## src/codec_port_pkg.sv

```systemverilog
package codec_port_pkg;

  // Clocking
  localparam int CLK_PERIOD_NS = 10;
  localparam int SCLK_PERIOD_NS = 80;
  localparam int SCLK_DIV = SCLK_PERIOD_NS / CLK_PERIOD_NS;
  localparam logic [2:0] DIV_LAST = 3'(SCLK_DIV - 1);
  localparam logic [2:0] DIV_HALF = 3'(SCLK_DIV / 2 - 1);
  localparam logic [2:0] DIV_RESET = 3'h0;

  // Frame positions in bit clocks, 256 per frame
  localparam int FRAME_BITS = 256;
  localparam logic [7:0] POS_RESET = 8'(FRAME_BITS - 1);
  localparam logic [7:0] PRI_START = 8'h00;
  localparam logic [7:0] PRI_END = 8'h10;
  localparam logic [7:0] SEC_START = 8'h80;
  localparam logic [7:0] SEC_END = 8'h90;

  // Secondary word layout
  localparam int SEC_MON_BIT = 15;
  localparam int SEC_RW_BIT = 13;
  localparam int SEC_ADDR_HI = 10;
  localparam int SEC_ADDR_LO = 8;
  localparam int SEC_DATA_TOP = 7;
  localparam logic [2:0] ADDR_NOP = 3'h0;
  localparam int NUM_CTRL = 4;
  localparam logic [2:0] ADDR_LAST = 3'(NUM_CTRL);
  localparam int REQ_BIT = 0;

  // Control registers
  localparam logic [7:0] CTRL_RESET = 8'h00;
  localparam int MODE_REG = 0;
  localparam int MODE16_BIT = 0;
  localparam int FLAG_REG = 1;
  localparam int FLAG_BIT = 0;

  // AXI4-Lite map
  localparam logic [7:0] ADDR_ADC_OUT = 8'h00;
  localparam logic [7:0] ADDR_DAC_IN = 8'h04;
  localparam logic [7:0] ADDR_STATUS = 8'h08;
  localparam logic [7:0] ADDR_CTRL = 8'h0c;
  localparam logic [7:0] ADDR_SEC_WORD = 8'h10;
  localparam logic [15:0] WORD_RESET = 16'h0000;
  localparam logic [1:0] RESP_OKAY = 2'h0;
  localparam logic [1:0] RESP_SLVERR = 2'h2;

  typedef enum logic [1:0] {
    PH_IDLE = 2'h0,
    PH_PRIMARY = 2'h1,
    PH_GAP = 2'h3,
    PH_SECONDARY = 2'h2
  } phase_t;

endpackage : codec_port_pkg

```

## src/frame_timing_if.sv

```systemverilog
`timescale 1ns/1ps
interface frame_timing_if;
  logic sclk;
  logic rise;
  logic fall;
  logic [7:0] pos;
  modport gen (output sclk, output rise, output fall, output pos);
  modport use_side (input sclk, input rise, input fall, input pos);
endinterface : frame_timing_if

```

## src/codec_serial_port.sv

```systemverilog
`timescale 1ns/1ps
// Summary of operation
// - One primary sample transfer every frame; secondary only when requested.
// - Control 1 bit 0 picks 15 or 16 bit words; resets to 15.
// - In 15-bit mode input bit 0 set requests a secondary transfer.
// - In 16-bit mode all bits are data; only the pin requests secondary.
// - Frame sync low, 16 bits out and in, then frame sync high.
// - Control registers change only in secondary transfers, one word each.
// - Secondary word addressed to register zero changes nothing.
// - Write data arrives on input line; read data leaves on output line.
// - Request pin sampled at primary frame sync rising edge.
// - Secondary frame sync falls 128 bit clocks after primary start.
// - Words go MSB first; bit 0 of 15-bit words is request flag.
// - Sample words are two's complement both ways.
// - Bit clock runs at 256 times the frame rate.
// - Status output pin follows a bit of control register 2.
// - Monitor input level is shown during secondary transfers.
// - Secondary input bit 13: one reads, zero writes.
// - Frame sync falls on bit clock rise, low for whole word.
module codec_serial_port
  import codec_port_pkg::*;
(
  input wire logic aclk,
  input wire logic aresetn,
  input wire logic ce,
  input wire logic [7:0] awaddr,
  input wire logic awvalid,
  output logic awready,
  input wire logic [31:0] wdata,
  input wire logic [3:0] wstrb,
  input wire logic wvalid,
  output logic wready,
  output logic [1:0] bresp,
  output logic bvalid,
  input wire logic bready,
  input wire logic [7:0] araddr,
  input wire logic arvalid,
  output logic arready,
  output logic [31:0] rdata,
  output logic [1:0] rresp,
  output logic rvalid,
  input wire logic rready,
  output logic sclk,
  output logic frame_sync_n,
  output logic dout,
  output logic dout_oe,
  input wire logic din,
  input wire logic hw_secondary_request,
  input wire logic ext_monitor_in,
  output logic flag_out
);

  frame_timing_if tif ();

  frame_timing timing_u (
    .aclk(aclk),
    .aresetn(aresetn),
    .ce(ce),
    .tif(tif.gen)
  );

  logic [2:0] pin_raw;
  logic [2:0] pin_f;
  assign pin_raw = {ext_monitor_in, hw_secondary_request, din};

  input_sync #(.WIDTH(3)) sync_u (
    .aclk(aclk),
    .aresetn(aresetn),
    .ce(ce),
    .d(pin_raw),
    .q(pin_f)
  );

  logic din_f;
  logic req_f;
  logic mon_f;
  assign din_f = pin_f[0];
  assign req_f = pin_f[1];
  assign mon_f = pin_f[2];

  phase_t phase_reg;
  logic sclk_reg;
  logic fs_n_reg;
  logic dout_reg;
  logic oe_reg;
  logic flag_reg;
  logic sec_pending_reg;
  logic [15:0] tx_reg;
  logic [15:0] rx_reg;
  logic [15:0] dac_in_reg;
  logic [15:0] sec_word_reg;
  logic [15:0] adc_out_reg;
  logic [7:0] ctrl_reg [NUM_CTRL];

  logic [3:0] idx;
  logic [2:0] sec_addr;
  logic sec_read;
  logic mode16;
  logic [7:0] sel_ctrl;
  logic sec_bit;
  logic pri_end;
  logic sec_end;
  logic [1:0] fall_d_reg;

  assign idx = ~tif.pos[3:0];
  assign sec_addr = rx_reg[SEC_ADDR_HI:SEC_ADDR_LO];
  assign sec_read = rx_reg[SEC_RW_BIT];
  assign mode16 = ctrl_reg[MODE_REG][MODE16_BIT];
  assign pri_end = ce && tif.rise && (phase_reg == PH_PRIMARY) && (tif.pos == PRI_END);
  assign sec_end = ce && tif.rise && (phase_reg == PH_SECONDARY) && (tif.pos == SEC_END);

  always_comb begin
    sel_ctrl = CTRL_RESET;
    if ((sec_addr != ADDR_NOP) && (sec_addr <= ADDR_LAST)) begin
      sel_ctrl = ctrl_reg[2'(sec_addr - 3'h1)];
    end
  end

  // Read data goes out once the address bits have been taken in
  always_comb begin
    sec_bit = 1'b0;
    if (idx == 4'(SEC_MON_BIT)) begin
      sec_bit = mon_f;
    end else if ((idx <= 4'(SEC_DATA_TOP)) && sec_read) begin
      sec_bit = sel_ctrl[idx[2:0]];
    end
  end

  // Frame sequencing on bit clock rises
  always_ff @(posedge aclk) begin
    if (!aresetn) begin
      phase_reg <= PH_IDLE;
      fs_n_reg <= 1'b1;
      oe_reg <= 1'b0;
      dout_reg <= 1'b0;
    end else if (ce && tif.rise) begin
      case (phase_reg)
        PH_IDLE, PH_GAP: begin
          if (tif.pos == PRI_START) begin
            phase_reg <= PH_PRIMARY;
            fs_n_reg <= 1'b0;
            oe_reg <= 1'b1;
            dout_reg <= adc_out_reg[15];
          end else if ((tif.pos == SEC_START) && sec_pending_reg) begin
            phase_reg <= PH_SECONDARY;
            fs_n_reg <= 1'b0;
            oe_reg <= 1'b1;
            dout_reg <= sec_bit;
          end
        end
        PH_PRIMARY: begin
          if (tif.pos == PRI_END) begin
            phase_reg <= PH_GAP;
            fs_n_reg <= 1'b1;
            oe_reg <= 1'b0;
            dout_reg <= 1'b0;
          end else begin
            dout_reg <= tx_reg[idx];
          end
        end
        PH_SECONDARY: begin
          if (tif.pos == SEC_END) begin
            phase_reg <= PH_IDLE;
            fs_n_reg <= 1'b1;
            oe_reg <= 1'b0;
            dout_reg <= 1'b0;
          end else begin
            dout_reg <= sec_bit;
          end
        end
        default: begin
          phase_reg <= PH_IDLE;
          fs_n_reg <= 1'b1;
          oe_reg <= 1'b0;
          dout_reg <= 1'b0;
        end
      endcase
    end
  end

  // Snapshot so a bus write mid-word cannot tear the sample
  always_ff @(posedge aclk) begin
    if (!aresetn) begin
      tx_reg <= WORD_RESET;
    end else if (ce && tif.rise && (tif.pos == PRI_START)) begin
      tx_reg <= adc_out_reg;
    end
  end

  // Taken two clocks after the fall; the pin synchroniser lags four clocks
  always_ff @(posedge aclk) begin
    if (!aresetn) begin
      rx_reg <= WORD_RESET;
    end else if (ce && fall_d_reg[1] &&
                 ((phase_reg == PH_PRIMARY) || (phase_reg == PH_SECONDARY))) begin
      rx_reg[idx] <= din_f;
    end
  end

  always_ff @(posedge aclk) begin
    if (!aresetn) begin
      dac_in_reg <= WORD_RESET;
      sec_word_reg <= WORD_RESET;
    end else if (pri_end) begin
      dac_in_reg <= rx_reg;
    end else if (sec_end) begin
      sec_word_reg <= rx_reg;
    end
  end

  // Request latched as frame sync rises
  always_ff @(posedge aclk) begin
    if (!aresetn) begin
      sec_pending_reg <= 1'b0;
    end else if (pri_end) begin
      sec_pending_reg <= req_f || (!mode16 && rx_reg[REQ_BIT]);
    end else if (sec_end) begin
      sec_pending_reg <= 1'b0;
    end
  end

  genvar g;
  generate
    for (g = 0; g < NUM_CTRL; g++) begin : g_ctrl
      // Address 0 matches no entry, so a no-op leaves all alone
      always_ff @(posedge aclk) begin
        if (!aresetn) begin
          ctrl_reg[g] <= CTRL_RESET;
        end else if (sec_end && !sec_read && (sec_addr == 3'(g + 1))) begin
          ctrl_reg[g] <= rx_reg[SEC_DATA_TOP:0];
        end
      end
    end
  endgenerate

  always_ff @(posedge aclk) begin
    if (!aresetn) begin
      flag_reg <= 1'b0;
      sclk_reg <= 1'b0;
      fall_d_reg <= 2'h0;
    end else if (ce) begin
      flag_reg <= ctrl_reg[FLAG_REG][FLAG_BIT];
      sclk_reg <= tif.sclk;
      fall_d_reg <= {fall_d_reg[0], tif.fall};
    end
  end

  // AXI4-Lite slave, one write and one read at a time
  logic aw_held_reg;
  logic w_held_reg;
  logic awready_reg;
  logic wready_reg;
  logic bvalid_reg;
  logic [1:0] bresp_reg;
  logic [7:0] aw_addr_reg;
  logic [15:0] w_data_reg;
  logic [1:0] w_strb_reg;
  logic arready_reg;
  logic rvalid_reg;
  logic [1:0] rresp_reg;
  logic [31:0] rdata_reg;
  logic do_write;
  logic [31:0] rd_mux;
  logic rd_ok;

  assign do_write = ce && aw_held_reg && w_held_reg && !bvalid_reg;

  always_ff @(posedge aclk) begin
    if (!aresetn) begin
      aw_held_reg <= 1'b0;
      awready_reg <= 1'b0;
      aw_addr_reg <= 8'h00;
    end else if (ce) begin
      if (awvalid && awready_reg) begin
        aw_held_reg <= 1'b1;
        awready_reg <= 1'b0;
        aw_addr_reg <= awaddr;
      end else if (do_write) begin
        aw_held_reg <= 1'b0;
      end else if (!aw_held_reg && !bvalid_reg) begin
        awready_reg <= 1'b1;
      end
    end
  end

  always_ff @(posedge aclk) begin
    if (!aresetn) begin
      w_held_reg <= 1'b0;
      wready_reg <= 1'b0;
      w_data_reg <= WORD_RESET;
      w_strb_reg <= 2'h0;
    end else if (ce) begin
      if (wvalid && wready_reg) begin
        w_held_reg <= 1'b1;
        wready_reg <= 1'b0;
        w_data_reg <= wdata[15:0];
        w_strb_reg <= wstrb[1:0];
      end else if (do_write) begin
        w_held_reg <= 1'b0;
      end else if (!w_held_reg && !bvalid_reg) begin
        wready_reg <= 1'b1;
      end
    end
  end

  always_ff @(posedge aclk) begin
    if (!aresetn) begin
      bvalid_reg <= 1'b0;
      bresp_reg <= RESP_OKAY;
    end else if (ce) begin
      if (do_write) begin
        bvalid_reg <= 1'b1;
        bresp_reg <= (aw_addr_reg == ADDR_ADC_OUT) ? RESP_OKAY : RESP_SLVERR;
      end else if (bvalid_reg && bready) begin
        bvalid_reg <= 1'b0;
      end
    end
  end

  // Outgoing sample, two's complement, taken as written
  always_ff @(posedge aclk) begin
    if (!aresetn) begin
      adc_out_reg <= WORD_RESET;
    end else if (do_write && (aw_addr_reg == ADDR_ADC_OUT)) begin
      if (w_strb_reg[0]) begin
        adc_out_reg[7:0] <= w_data_reg[7:0];
      end
      if (w_strb_reg[1]) begin
        adc_out_reg[15:8] <= w_data_reg[15:8];
      end
    end
  end

  always_comb begin
    rd_mux = 32'h00000000;
    rd_ok = 1'b1;
    case (araddr)
      ADDR_ADC_OUT: rd_mux = {16'h0000, adc_out_reg};
      ADDR_DAC_IN: rd_mux = {16'h0000, dac_in_reg};
      ADDR_STATUS: rd_mux = {25'h0000000, sec_pending_reg, mon_f, flag_reg, mode16,
                             fs_n_reg, phase_reg};
      ADDR_CTRL: rd_mux = {ctrl_reg[3], ctrl_reg[2], ctrl_reg[1], ctrl_reg[0]};
      ADDR_SEC_WORD: rd_mux = {16'h0000, sec_word_reg};
      default: rd_ok = 1'b0;
    endcase
  end

  always_ff @(posedge aclk) begin
    if (!aresetn) begin
      arready_reg <= 1'b0;
      rvalid_reg <= 1'b0;
      rresp_reg <= RESP_OKAY;
      rdata_reg <= 32'h00000000;
    end else if (ce) begin
      if (arvalid && arready_reg) begin
        arready_reg <= 1'b0;
        rvalid_reg <= 1'b1;
        rdata_reg <= rd_mux;
        rresp_reg <= rd_ok ? RESP_OKAY : RESP_SLVERR;
      end else if (rvalid_reg && rready) begin
        rvalid_reg <= 1'b0;
      end else if (!rvalid_reg) begin
        arready_reg <= 1'b1;
      end
    end
  end

  assign awready = awready_reg;
  assign wready = wready_reg;
  assign bvalid = bvalid_reg;
  assign bresp = bresp_reg;
  assign arready = arready_reg;
  assign rvalid = rvalid_reg;
  assign rresp = rresp_reg;
  assign rdata = rdata_reg;
  assign sclk = sclk_reg;
  assign frame_sync_n = fs_n_reg;
  assign dout = dout_reg;
  assign dout_oe = oe_reg;
  assign flag_out = flag_reg;

endmodule : codec_serial_port

```

## src/frame_timing.sv

```systemverilog
`timescale 1ns/1ps
module frame_timing
  import codec_port_pkg::*;
(
  input wire logic aclk,
  input wire logic aresetn,
  input wire logic ce,
  frame_timing_if.gen tif
);

  logic [2:0] div_reg;
  logic sclk_reg;
  logic rise_reg;
  logic fall_reg;
  logic [7:0] pos_reg;

  always_ff @(posedge aclk) begin
    if (!aresetn) begin
      div_reg <= DIV_RESET;
    end else if (ce) begin
      div_reg <= (div_reg == DIV_LAST) ? DIV_RESET : div_reg + 3'h1;
    end
  end

  // Bit clock is 256 per frame; pos wraps once per frame
  always_ff @(posedge aclk) begin
    if (!aresetn) begin
      sclk_reg <= 1'b0;
      rise_reg <= 1'b0;
      fall_reg <= 1'b0;
      pos_reg <= POS_RESET;
    end else if (ce) begin
      rise_reg <= (div_reg == DIV_LAST);
      fall_reg <= (div_reg == DIV_HALF);
      if (div_reg == DIV_LAST) begin
        sclk_reg <= 1'b1;
        pos_reg <= pos_reg + 8'h01;
      end else if (div_reg == DIV_HALF) begin
        sclk_reg <= 1'b0;
      end
    end
  end

  assign tif.sclk = sclk_reg;
  assign tif.rise = rise_reg;
  assign tif.fall = fall_reg;
  assign tif.pos = pos_reg;

endmodule : frame_timing

```

## src/input_sync.sv

```systemverilog
`timescale 1ns/1ps
module input_sync #(
  parameter int WIDTH = 3
) (
  input wire logic aclk,
  input wire logic aresetn,
  input wire logic ce,
  input wire logic [WIDTH-1:0] d,
  output logic [WIDTH-1:0] q
);

  genvar g;
  generate
    for (g = 0; g < WIDTH; g++) begin : g_bit
      logic s1_reg;
      logic s2_reg;
      logic s3_reg;
      logic q_reg;
      // First stage feeds only the second
      always_ff @(posedge aclk) begin
        if (!aresetn) begin
          s1_reg <= 1'b0;
          s2_reg <= 1'b0;
          s3_reg <= 1'b0;
          q_reg <= 1'b0;
        end else if (ce) begin
          s1_reg <= d[g];
          s2_reg <= s1_reg;
          s3_reg <= s2_reg;
          if (s2_reg == s3_reg) begin
            q_reg <= s3_reg;
          end
        end
      end
      assign q[g] = q_reg;
    end
  endgenerate

endmodule : input_sync

```

## config.mk

```make
export PLATFORM = sky130hd
export DESIGN_NAME = codec_serial_port
export DESIGN_NICKNAME = d
export VERILOG_FILES = /design/src/codec_port_pkg.sv /design/src/frame_timing_if.sv /design/src/codec_serial_port.sv /design/src/frame_timing.sv /design/src/input_sync.sv
export SDC_FILE = /design/constraint.sdc
export NUM_CORES = 1
export LEC_CHECK = 0
export ABC_AREA = 1
export BUFFER_PORTS_ARGS = -buffer_cell sky130_fd_sc_hd__buf_4
export CAP_MARGIN = 20
export CORE_MARGIN = 3
export CORE_UTILIZATION = 40
export DETAILED_ROUTE_END_ITERATION = 10
export PLACE_DENSITY = 0.57
export RECOVER_POWER = 25
export SLEW_MARGIN = 20
export SYNTH_ARGS = -nofsm -noshare
export SYNTH_HDL_FRONTEND = slang
export SYNTH_HIERARCHICAL = 1
export SYNTH_SLANG_ARGS = --single-unit
```

## constraint.sdc

```tcl
create_clock -name aclk -period 6.3 [get_ports aclk]
set_input_delay 0.63 -clock aclk [delete_from_list [all_inputs] [get_ports aclk]]
set_output_delay 0.63 -clock aclk [all_outputs]
set_load 0.02 [all_outputs]
```

==> reports/metrics.yaml, run 1 <==
period_share: 0.630
critPathArrivalTime_ns: 4.13
p_leak_nw: 4.25
first_global_vias: 7062
outcome: "finished, violations left"
htree_levels: 1
grt-ovfl-total: 0
die_area_um2: 24800
dp.cells: 1511
rr_worst_depth: 13
yosysSeqAreaShare: 0.504
worstHoldStart: "din"
layout_common_cells: "223 x nand2_1, 183 x dfxtp_1, 165 x a21oi_1"
antenna_found_initial: 0
place_congestion: 0.899
fp-row-count: 54
finalClockSkew_ns: 0.0294
fill_cells: 2245
pre_cts_ws_ns: 2.87
root_buffer: "clkbuf_16"
grt_max_degree: 83
avgSynthCellArea_um2: 7.67
yosysWarningCount: 6
dr_total_vias: 7998
cts_setup_buffers: 0
cpMaxStageDelayCell: "clkbuf_1"
endpoint_kind: "flip-flop"
cts_resized: 0
drv_slew: 74
area_delta_synth_final_pct: 15.8
drc_errors: 0
hold_violations: 0
worstSetupStartpointType: "input pin"
drt_iter0_markers: 540
hold_class: "input pin to flip-flop"
final_cells: 1555
io_pins: 109
violations: "capacitance limit, slew limit"
setup_viol: 0
path_clk_slew_ns: 0.06
dr.pass1.iters: 5
worst_path_most_repeated_cell: "nand2_1"
power.density_nw_per_um2: 277
initial_utilization: 0.414
cp_max_fo: 38
synthTopCellsByArea: "dfxtp_1 40%, edfxtp_1 10%, nand2_1 9.1%"
synth_top_cell_by_area: "dfxtp_1"
cpPeakStageDelay_ns: 1.20
max-clock-path-buffers: 3
n_antenna_cell: 0
synth_cells: 1195
holdBufCountCts: 0
postLayoutSetupSlackWorst_ns: 2.33
regToRegStartpoint: "rx_reg[8]$_SDFFE_PN0P_"
reg2reg_to: "dout$_SDFFE_PN0P_"
final.setup.tns_ns: 0
cts_tree: "done"
hold_depth: 3
numCtsBuffers: 24
yosysUniqueCellTypes: 41
wirelength_um: 25200
avgRoutedWirePerCell_um: 16.2
die_w_um: 157
portBuffers: 88
post-route-min-period_ns: 3.97
drive_gt1_frac: 0.0918
seq_area_um2: 4620
slew_headroom: -0.206
multi_input_comb_area_um2: 3700
rsz0062_at_grt: "no"
grt_pass1_wl_um: 38800
tightest_slew_ns: 1.81
r2r_slack_ns: 2.93
via_per_inst: 5.14
path_class: "input pin to flip-flop"
ant_nets: 0
maxCapViolations: 2
track_usage: 0.196
cts_sinks: 215
syn_area_um2: 9170
fmax_mhz: 252
die_h_um: 157
path_cells: "clkbuf_1 -> nand2_1 -> nor3_4 -> inv_2 -> nor3_4 -> nand2_1 -> nand2_1"
irDropWorstVdd_uv: 185
cp_data_required_time_ns: 6.46
min_to: "sync_u/g_bit[0].s1_reg$_SDFFE_PN0P_"
core_um2: 22200
synth-seq-cells: 215
layout.nets: 1332
hpwl_um: 16900
insertion_delay_ns: 0.53
final_common_cell: "nand2_1"
synth_top_area_share: 0.399
[cells in the mapped netlist]
cell and instances:
buf_4 5, o211a_1 1, buf_6 2, a211oi_1 6, a21oi_2 1, o22ai_1 11, nor3_1 7, nor2_4 3
o21ai_1 2, nand2_4 1, clkbuf_1 45, o21ai_0 129, buf_1 1, ha_1 12, a31oi_1 3, a22oi_1 4
nand4_2 1, nand4_1 9, clkinv_1 3, edfxtp_1 32, nor3_4 2, nor4_1 3, o21ai_2 1, nand3b_1 1
conb_1 1, xor2_1 1, and3_1 1, nand3_1 67, dfxtp_1 183, o2111ai_1 2, nand2_2 2, inv_2 5
buf_2 6, nor2_2 2, a21oi_1 165, nand2_1 222, nor2_1 103, o31ai_1 2, a32o_1 1, nand3_2 5
inv_1 142
[stage by stage]
| step | hold WS [ns] | util | power [mW] | area (µm²) |
|---|---|---|---|---|
| 4_1_cts | 0.310 | 0.486 | 2.97 | 10800 |
| 5_1_grt | 0.337 | 0.479 | 3.04 | 10600 |
| 2_1_floorplan | 0.420 | - | 1.53 | 9180 |
| 3_5_place_dp | 0.434 | 0.450 | 1.59 | 9970 |
| 3_3_place_gp | 0.432 | 0.450 | 1.59 | 9970 |
| 6_report | 0.316 | 0.479 | 2.95 | 10600 |
[worst max-delay path: cells and delay by family]
kind / cells / cell delay, ns
AND/OR/NAND/NOR: 5 / 2.00
buffers and inverters: 2 / 1.49
[area by class of cell]
type | instances | share of cell area
Inverter | 150 | 0.0530
Clock inverter | 7 | 0.00695
Tap cell | 280 | 0.0330
Clock buffer | 37 | 0.0678
Multi-Input combinational cell | 772 | 0.348
Timing Repair Buffer | 94 | 0.0555
Sequential cell | 215 | 0.436
[power breakdown]
group	total, mW	internal, mW	switching (mW)	leakage [nW]
clock network	1.39	0.827	0.565	0.392
logic	0.121	0.0435	0.0770	2.06
registers	1.43	1.42	0.0153	1.80
total	2.95	2.29	0.658	4.25
[kinds of logic after synthesis]
logic type / after synthesis / synth area share
and+or+nand+nor: 429 / 0.201
other: 1 / 0.000409
xor gates and xnor gates: 1 / 0.000955
adders and majority gates: 12 / 0.0164
buffers and inverters: 209 / 0.0900
AOI/OAI and AO/OA: 328 / 0.187
DFF: 215 / 0.504
[layer usage]
layer	GRT usage	part of all wire	up-vias	routed length (µm)
met2	0.299	0.43	228	10900
met3	0.0280	0.060	41	1510
li1	-	-	4057	-
met4	0.0471	0.021	0	540
met5	0	0	-	0
met1	0.292	0.49	3672	12200
[how the worst max path moves through the flow]
stage	start	endpoint	slack [ns]	depth (start not counted)
after floorplan	rx_reg[8]$_SDFFE_PN0P_	dout$_SDFFE_PN0P_	3.97	16
after global placement	ce	ctrl_reg[1][6]$_SDFFCE_PN0P_	2.94	7
after detailed placement	ce	ctrl_reg[1][6]$_SDFFCE_PN0P_	2.87	7
after CTS	rx_reg[8]$_SDFFE_PN0P_	dout$_SDFFE_PN0P_	2.98	13
after global routing	ce	ctrl_reg[1][5]$_SDFFCE_PN0P_	1.94	7
final	ce	ctrl_reg[1][2]$_SDFFCE_PN0P_	2.33	7
No activity file was read; power rests on OpenSTA's default activity.
==> run 2, diff against run 1 <==
--- a/config.mk
+++ b/config.mk
@@ -11,7 +11,7 @@
 export CORE_MARGIN = 3
 export CORE_UTILIZATION = 40
 export DETAILED_ROUTE_END_ITERATION = 10
-export PLACE_DENSITY = 0.57
+export PLACE_DENSITY = 0.6
 export RECOVER_POWER = 25
 export SLEW_MARGIN = 20
 export SYNTH_ARGS = -nofsm -noshare
==> constraint.sdc (replaced) <==
create_clock -name aclk -period 3.4 [get_ports aclk]
set_input_delay 0.34 -clock aclk [delete_from_list [all_inputs] [get_ports aclk]]
set_output_delay 0.34 -clock aclk [all_outputs]
set_load 0.02 [all_outputs]
==> run 2 against run 1 <==
Effect of this change:
- the run still ends with capacitance limit, slew limit left
- non-clock buffer count is 9 higher
- routed wire length is 2.7% lower
- power is 87% higher
- cell area is 0.62% higher
- critical endpoint is now dac_in_reg[6]$_SDFFE_PN0P_
==> reports/metrics.yaml, run 2 (synthesis gave the netlist of run 1 again) <==
io_pins: 109  # unchanged
critPathArrivalTime_ns: 3.22  # was 4.13 ns
postLayoutSetupSlackWorst_ns: 0.608  # was 2.33 ns
place_congestion: 0.912  # was 0.899
power.density_nw_per_um2: 515  # was 277 nW/µm²
ant_nets: 0  # unchanged
final_core_utilization: 0.482  # was 0.479
min_to: "sync_u/g_bit[0].s1_reg$_SDFFE_PN0P_"  # unchanged
hold_violations: 0  # unchanged
fmax_mhz: 358
irDropWorstVdd_uv: 426  # was 185 µV
insertion_delay_ns: 0.51  # was 0.53 ns
antenna_found_initial: 0  # unchanged
layout_common_cells: "222 x nand2_1, 183 x dfxtp_1, 165 x a21oi_1"  # was 223 x nand2_1, 183 x dfxtp_1, 165 x a21oi_1
dr_total_vias: 8049  # was 7,998
finalClockSkew_ns: 0.00643  # was 0.0294 ns
layout.nets: 1341  # was 1,332
grt_max_degree: 77  # was 83
outcome: "finished, violations left"  # unchanged
cts_setup_buffers: 0  # unchanged
hold_depth: 3  # unchanged
rr_worst_depth: 9  # was 13
numCtsBuffers: 24  # unchanged
drv_slew: 135  # was 74
cts_sinks: 215  # unchanged
cp_max_fo: 57  # was 38
via_per_inst: 5.15  # was 5.14
cp_data_required_time_ns: 3.83  # was 6.46 ns
core_um2: 22200  # unchanged
htree_levels: 1  # unchanged
die_w_um: 157  # unchanged
worstSetupStartpointType: "input pin"  # unchanged
maxCapViolations: 2  # unchanged
endpoint_kind: "flip-flop"  # unchanged
pre_cts_ws_ns: 0.908  # was 2.87 ns
cts_tree: "done"  # unchanged
holdBufCountCts: 0  # unchanged
die_h_um: 157  # unchanged
hold_class: "input pin to flip-flop"  # unchanged
rsz0062_at_grt: "no"  # unchanged
track_usage: 0.195  # was 0.196
avgRoutedWirePerCell_um: 15.7  # was 16.2 µm
final_common_cell: "nand2_1"  # unchanged
path_class: "input pin to flip-flop"  # unchanged
tightest_slew_ns: 2.33  # was 1.81 ns
r2r_slack_ns: 0.89  # was 2.93 ns
first_global_vias: 7304  # was 7,062
period_share: 0.821
slew_headroom: -0.561  # was -0.206
grt-ovfl-total: 0  # unchanged
area_delta_synth_final_pct: 16.5  # was 15.8%
violations: "capacitance limit, slew limit"  # unchanged
n_antenna_cell: 0  # unchanged
regToRegStartpoint: "timing_u/tif.pos[0]$_SDFFE_PN1P_"  # was rx_reg[8]$_SDFFE_PN0P_
dr.pass1.iters: 7  # was 5
drc_errors: 0  # unchanged
setup_viol: 0  # unchanged
final.setup.tns_ns: 0  # unchanged
p_total_mw: 5.50  # was 2.95 mW
hpwl_um: 16800  # was 16,900 µm
max-clock-path-buffers: 3  # unchanged
p_leak_nw: 4.25  # about the same
drive_gt1_frac: 0.0951  # was 0.0918
wirelength_um: 24500  # was 25,200 µm
fp-row-count: 54  # unchanged
initial_utilization: 0.414  # unchanged
root_buffer: "clkbuf_16"  # unchanged
grt_pass1_wl_um: 38800  # about the same
post-route-min-period_ns: 2.79
reg2reg_to: "ctrl_reg[1][4]$_SDFFCE_PN0P_"  # was dout$_SDFFE_PN0P_
portBuffers: 88  # unchanged
path_clk_slew_ns: 0.06  # about the same
die_area_um2: 24800  # unchanged
drt_iter0_markers: 591  # was 540
worstHoldStart: "din"  # unchanged
cts_resized: 0  # unchanged
-- run 2: routing by layer --
layer | track usage | up-vias | wire length, µm
met3 | 0.0327 | 41 | 1720
met5 | 0 | - | 0
li1 | - | 4066 | -
met2 | 0.291 | 247 | 10600
met1 | 0.290 | 3695 | 11600
met4 | 0.0558 | 0 | 575
-- run 2: power breakdown --
part,switching (mW),internal (mW)
registers,0.0285,2.63
logic,0.144,0.0789
clock network,1.02,1.60
-- run 2: area by class of cell --
class                      instances  area, µm²
fill                            2226      11500
multi-input combinational        772       3730
clock buffer                      35        713
timing repair buffer             103        606
sequential                       215       4620
tap                              280        350
clock inverter                     8       96.3
inverter                         150        564
-- run 2: critical path, cell delays in order --
cell	delay (ns)
clkbuf_1	0.11
clkinvlp_2	1.74
buf_4	0.85
a21oi_1	0.16
-- run 2: worst max path at each step --
stage,from,slack (ns),depth (start not counted),end
CTS,timing_u/tif.pos[0]$_SDFFE_PN1P_,0.90,9,ctrl_reg[2][0]$_SDFFCE_PN0P_
floorplan,rx_reg[8]$_SDFFE_PN0P_,1.07,16,dout$_SDFFE_PN0P_
global placement,timing_u/tif.pos[0]$_SDFFE_PN1P_,0.97,9,ctrl_reg[2][2]$_SDFFCE_PN0P_
finish,aresetn,0.61,4,dac_in_reg[6]$_SDFFE_PN0P_
detailed placement,timing_u/tif.pos[0]$_SDFFE_PN1P_,0.91,9,ctrl_reg[2][2]$_SDFFCE_PN0P_
global route,aresetn,0.42,4,dac_in_reg[2]$_SDFFE_PN0P_
-- run 2: through the flow --
step | instances | area [µm²] | hold WS, ns
after floorplan | 1196 | 9180 | 0.420
after global placement | 1520 | 10000 | 0.431
after detailed placement | 1520 | 10000 | 0.437
after CTS | 1563 | 10800 | 0.0363
after global routing | 1563 | 10700 | 0.0695
final | 1563 | 10700 | 0.0550
==> run 3, diff against run 2 <==
--- a/config.mk
+++ b/config.mk
@@ -11,7 +11,7 @@
 export CORE_MARGIN = 3
 export CORE_UTILIZATION = 40
 export DETAILED_ROUTE_END_ITERATION = 10
-export PLACE_DENSITY = 0.6
+export PLACE_DENSITY = 0.57
 export RECOVER_POWER = 25
 export SLEW_MARGIN = 20
 export SYNTH_ARGS = -nofsm -noshare
==> constraint.sdc (replaced) <==
create_clock -name aclk -period 2.85 [get_ports aclk]
set_input_delay 0.285 -clock aclk [delete_from_list [all_inputs] [get_ports aclk]]
set_output_delay 0.285 -clock aclk [all_outputs]
set_load 0.02 [all_outputs]
==> run 3 against run 2 <==
Effect of this change:
- the run still ends with capacitance limit, slew limit left
- cell area increased by 1.4%
- largest power group is now clock
- critical endpoint is now dac_in_reg[12]$_SDFFE_PN0P_
- sequential power rose by 19%
- flip-flop and latch count unchanged
- combinational power increased by 22%
==> reports/metrics.yaml, run 3 (synthesis gave the netlist of run 1 again) <==
outcome: "finished, violations left"  # unchanged
violations: "capacitance limit, slew limit"  # unchanged
layout.nets: 1350  # was 1,341
die_w_um: 157  # unchanged
track_usage: 0.197  # was 0.195
wirelength_um: 24800  # was 24,500 µm
max-clock-path-buffers: 3  # unchanged
drc_errors: 0  # unchanged
endpoint_kind: "flip-flop"  # unchanged
power.density_nw_per_um2: 612  # was 515 nW/µm²
slew_headroom: -0.240  # was -0.561
die_area_um2: 24800  # unchanged
hpwl_um: 17300  # was 16,800 µm
maxCapViolations: 1  # was 2
worstSetupStartpointType: "input pin"  # unchanged
n_antenna_cell: 0  # unchanged
portBuffers: 88  # unchanged
via_per_inst: 5.09  # was 5.15
rsz0062_at_grt: "no"  # unchanged
numCtsBuffers: 24  # unchanged
grt-ovfl-total: 0  # unchanged
drt_iter0_markers: 627  # was 591
final.setup.tns_ns: 0  # unchanged
critPathArrivalTime_ns: 2.75  # was 3.22 ns
cp_data_required_time_ns: 3.27  # was 3.83 ns
p_leak_nw: 4.38  # was 4.25 nW
fmax_mhz: 429
root_buffer: "clkbuf_16"  # unchanged
io_pins: 109  # unchanged
insertion_delay_ns: 0.51  # about the same
hold_class: "input pin to flip-flop"  # unchanged
irDropWorstVdd_uv: 398  # was 426 µV
dr.pass1.iters: 5  # was 7
initial_utilization: 0.414  # unchanged
postLayoutSetupSlackWorst_ns: 0.517  # was 0.608 ns
cts_setup_buffers: 0  # unchanged
cts_sinks: 215  # unchanged
cpPeakStageDelay_ns: 1.30  # was 1.74 ns
period_share: 0.818
path_cells: "clkbuf_1 -> inv_2 -> buf_4 -> a211oi_1"  # was clkbuf_1 -> clkinvlp_2 -> buf_4 -> a21oi_1
holdBufCountCts: 3  # was 0
drv_slew: 39  # was 135
tightest_slew_ns: 1.86  # was 2.33 ns
htree_levels: 1  # unchanged
cpMaxStageDelayCell: "clkbuf_1"  # was clkinvlp_2
setup_viol: 0  # unchanged
area_delta_synth_final_pct: 18.1  # was 16.5%
core_um2: 22200  # unchanged
final_common_cell: "nand2_1"  # unchanged
path_buf_inv: 3  # unchanged
drive_gt1_frac: 0.111  # was 0.0951
grt_max_degree: 66  # was 77
ant_nets: 0  # unchanged
fp-row-count: 54  # unchanged
die_h_um: 157  # unchanged
finalClockSkew_ns: 0.0138  # was 0.00643 ns
layout_common_cells: "222 x nand2_1, 183 x dfxtp_1, 165 x a21oi_1"  # unchanged
dr_total_vias: 8014  # was 8,049
cts_tree: "done"  # unchanged
hold_violations: 0  # unchanged
post-route-min-period_ns: 2.33
place_congestion: 0.870  # was 0.912
path_clk_slew_ns: 0.06  # about the same
path_delay_family: "buffers and inverters"  # unchanged
cts_resized: 0  # unchanged
first_global_vias: 7245  # was 7,304
pre_cts_ws_ns: 0.599  # was 0.908 ns
path_class: "input pin to flip-flop"  # unchanged
cp_max_fo: 62  # was 57
avgRoutedWirePerCell_um: 15.8  # was 15.7 µm
antenna_found_initial: 0  # unchanged
grt_pass1_wl_um: 39000  # was 38,800 µm
-- run 3: changes by cell type in the layout (fill, tap and decap cells not counted), sizes merged --
| cell | previous run | this run |
|---|---|---|
| buf | 58 | 79 |
| clkbuf | 80 | 66 |
| clkinv | 6 | 10 |
| dlygate4sd3 | 0 | 3 |
| clkinvlp | 2 | 0 |
| bufinv | 2 | 1 |
| inv | 148 | 147 |
-- run 3: path summary, 6_finish.rpt --
kind	start	end	slack [ns]	cells after the start
max reg2reg	rx_reg[9]$_SDFFE_PN0P_	dout$_SDFFE_PN0P_	0.60	13
max	aresetn	dac_in_reg[12]$_SDFFE_PN0P_	0.52	4
min	awaddr[7]	aw_addr_reg[7]$_SDFFE_PN0P_	0.04	3
min reg2reg	w_data_reg[10]$_SDFFE_PN0P_	w_data_reg[10]$_SDFFE_PN0P_	0.44	2
-- run 3: report_power, final --
group	switching [mW]	leakage, nW	internal, mW	total [mW]
logic	0.170	2.15	0.101	0.271
clock network	1.24	0.421	1.95	3.19
registers	0.0325	1.80	3.14	3.17
-- run 3: final cells by class --
class | count | area, µm²
clock buffers | 36 | 769
fillers | 2256 | 11300
repair buffers | 112 | 736
inverters | 150 | 563
well taps | 280 | 350
clock inverters | 8 | 65.1
multi-input cells | 772 | 3720
flip-flops and latches | 215 | 4620
-- run 3: worst reg2reg max path: stages (launching register included) --
cell and delay, ns:
dfxtp_1 0.46, inv_1 0.12, ha_1 0.50, inv_1 0.22, a21oi_1 0.16, o21ai_0 0.10, nand3_1 0.08, nand2_1 0.05
inv_1 0.05, nand2_1 0.05, nand3_1 0.16, nand2_1 0.08, nand2_1 0.06, a21oi_1 0.05
-- run 3: layer usage --
metal | global-route usage | part of all wire | vias up
met2 | 0.302 | 0.44 | 223
li1 | - | - | 4095
met3 | 0.0242 | 0.058 | 32
met1 | 0.296 | 0.48 | 3664
met4 | 0.0492 | 0.022 | 0
met5 | 0 | 0 | -
-- run 3: stage by stage --
| stage | util | hold WS (ns) | power, mW | cells | instance area [µm²] |
|---|---|---|---|---|---|
| 4_1_cts | 0.494 | 0.0271 | 6.70 | 1573 | 10900 |
| 5_1_grt | 0.489 | 0.0347 | 6.84 | 1573 | 10800 |
| 2_1_floorplan | - | 0.396 | 3.39 | 1196 | 9180 |
| 3_5_place_dp | 0.455 | 0.436 | 3.51 | 1526 | 10100 |
| 6_report | 0.489 | 0.0400 | 6.63 | 1573 | 10800 |
| 3_3_place_gp | 0.455 | 0.433 | 3.50 | 1526 | 10100 |
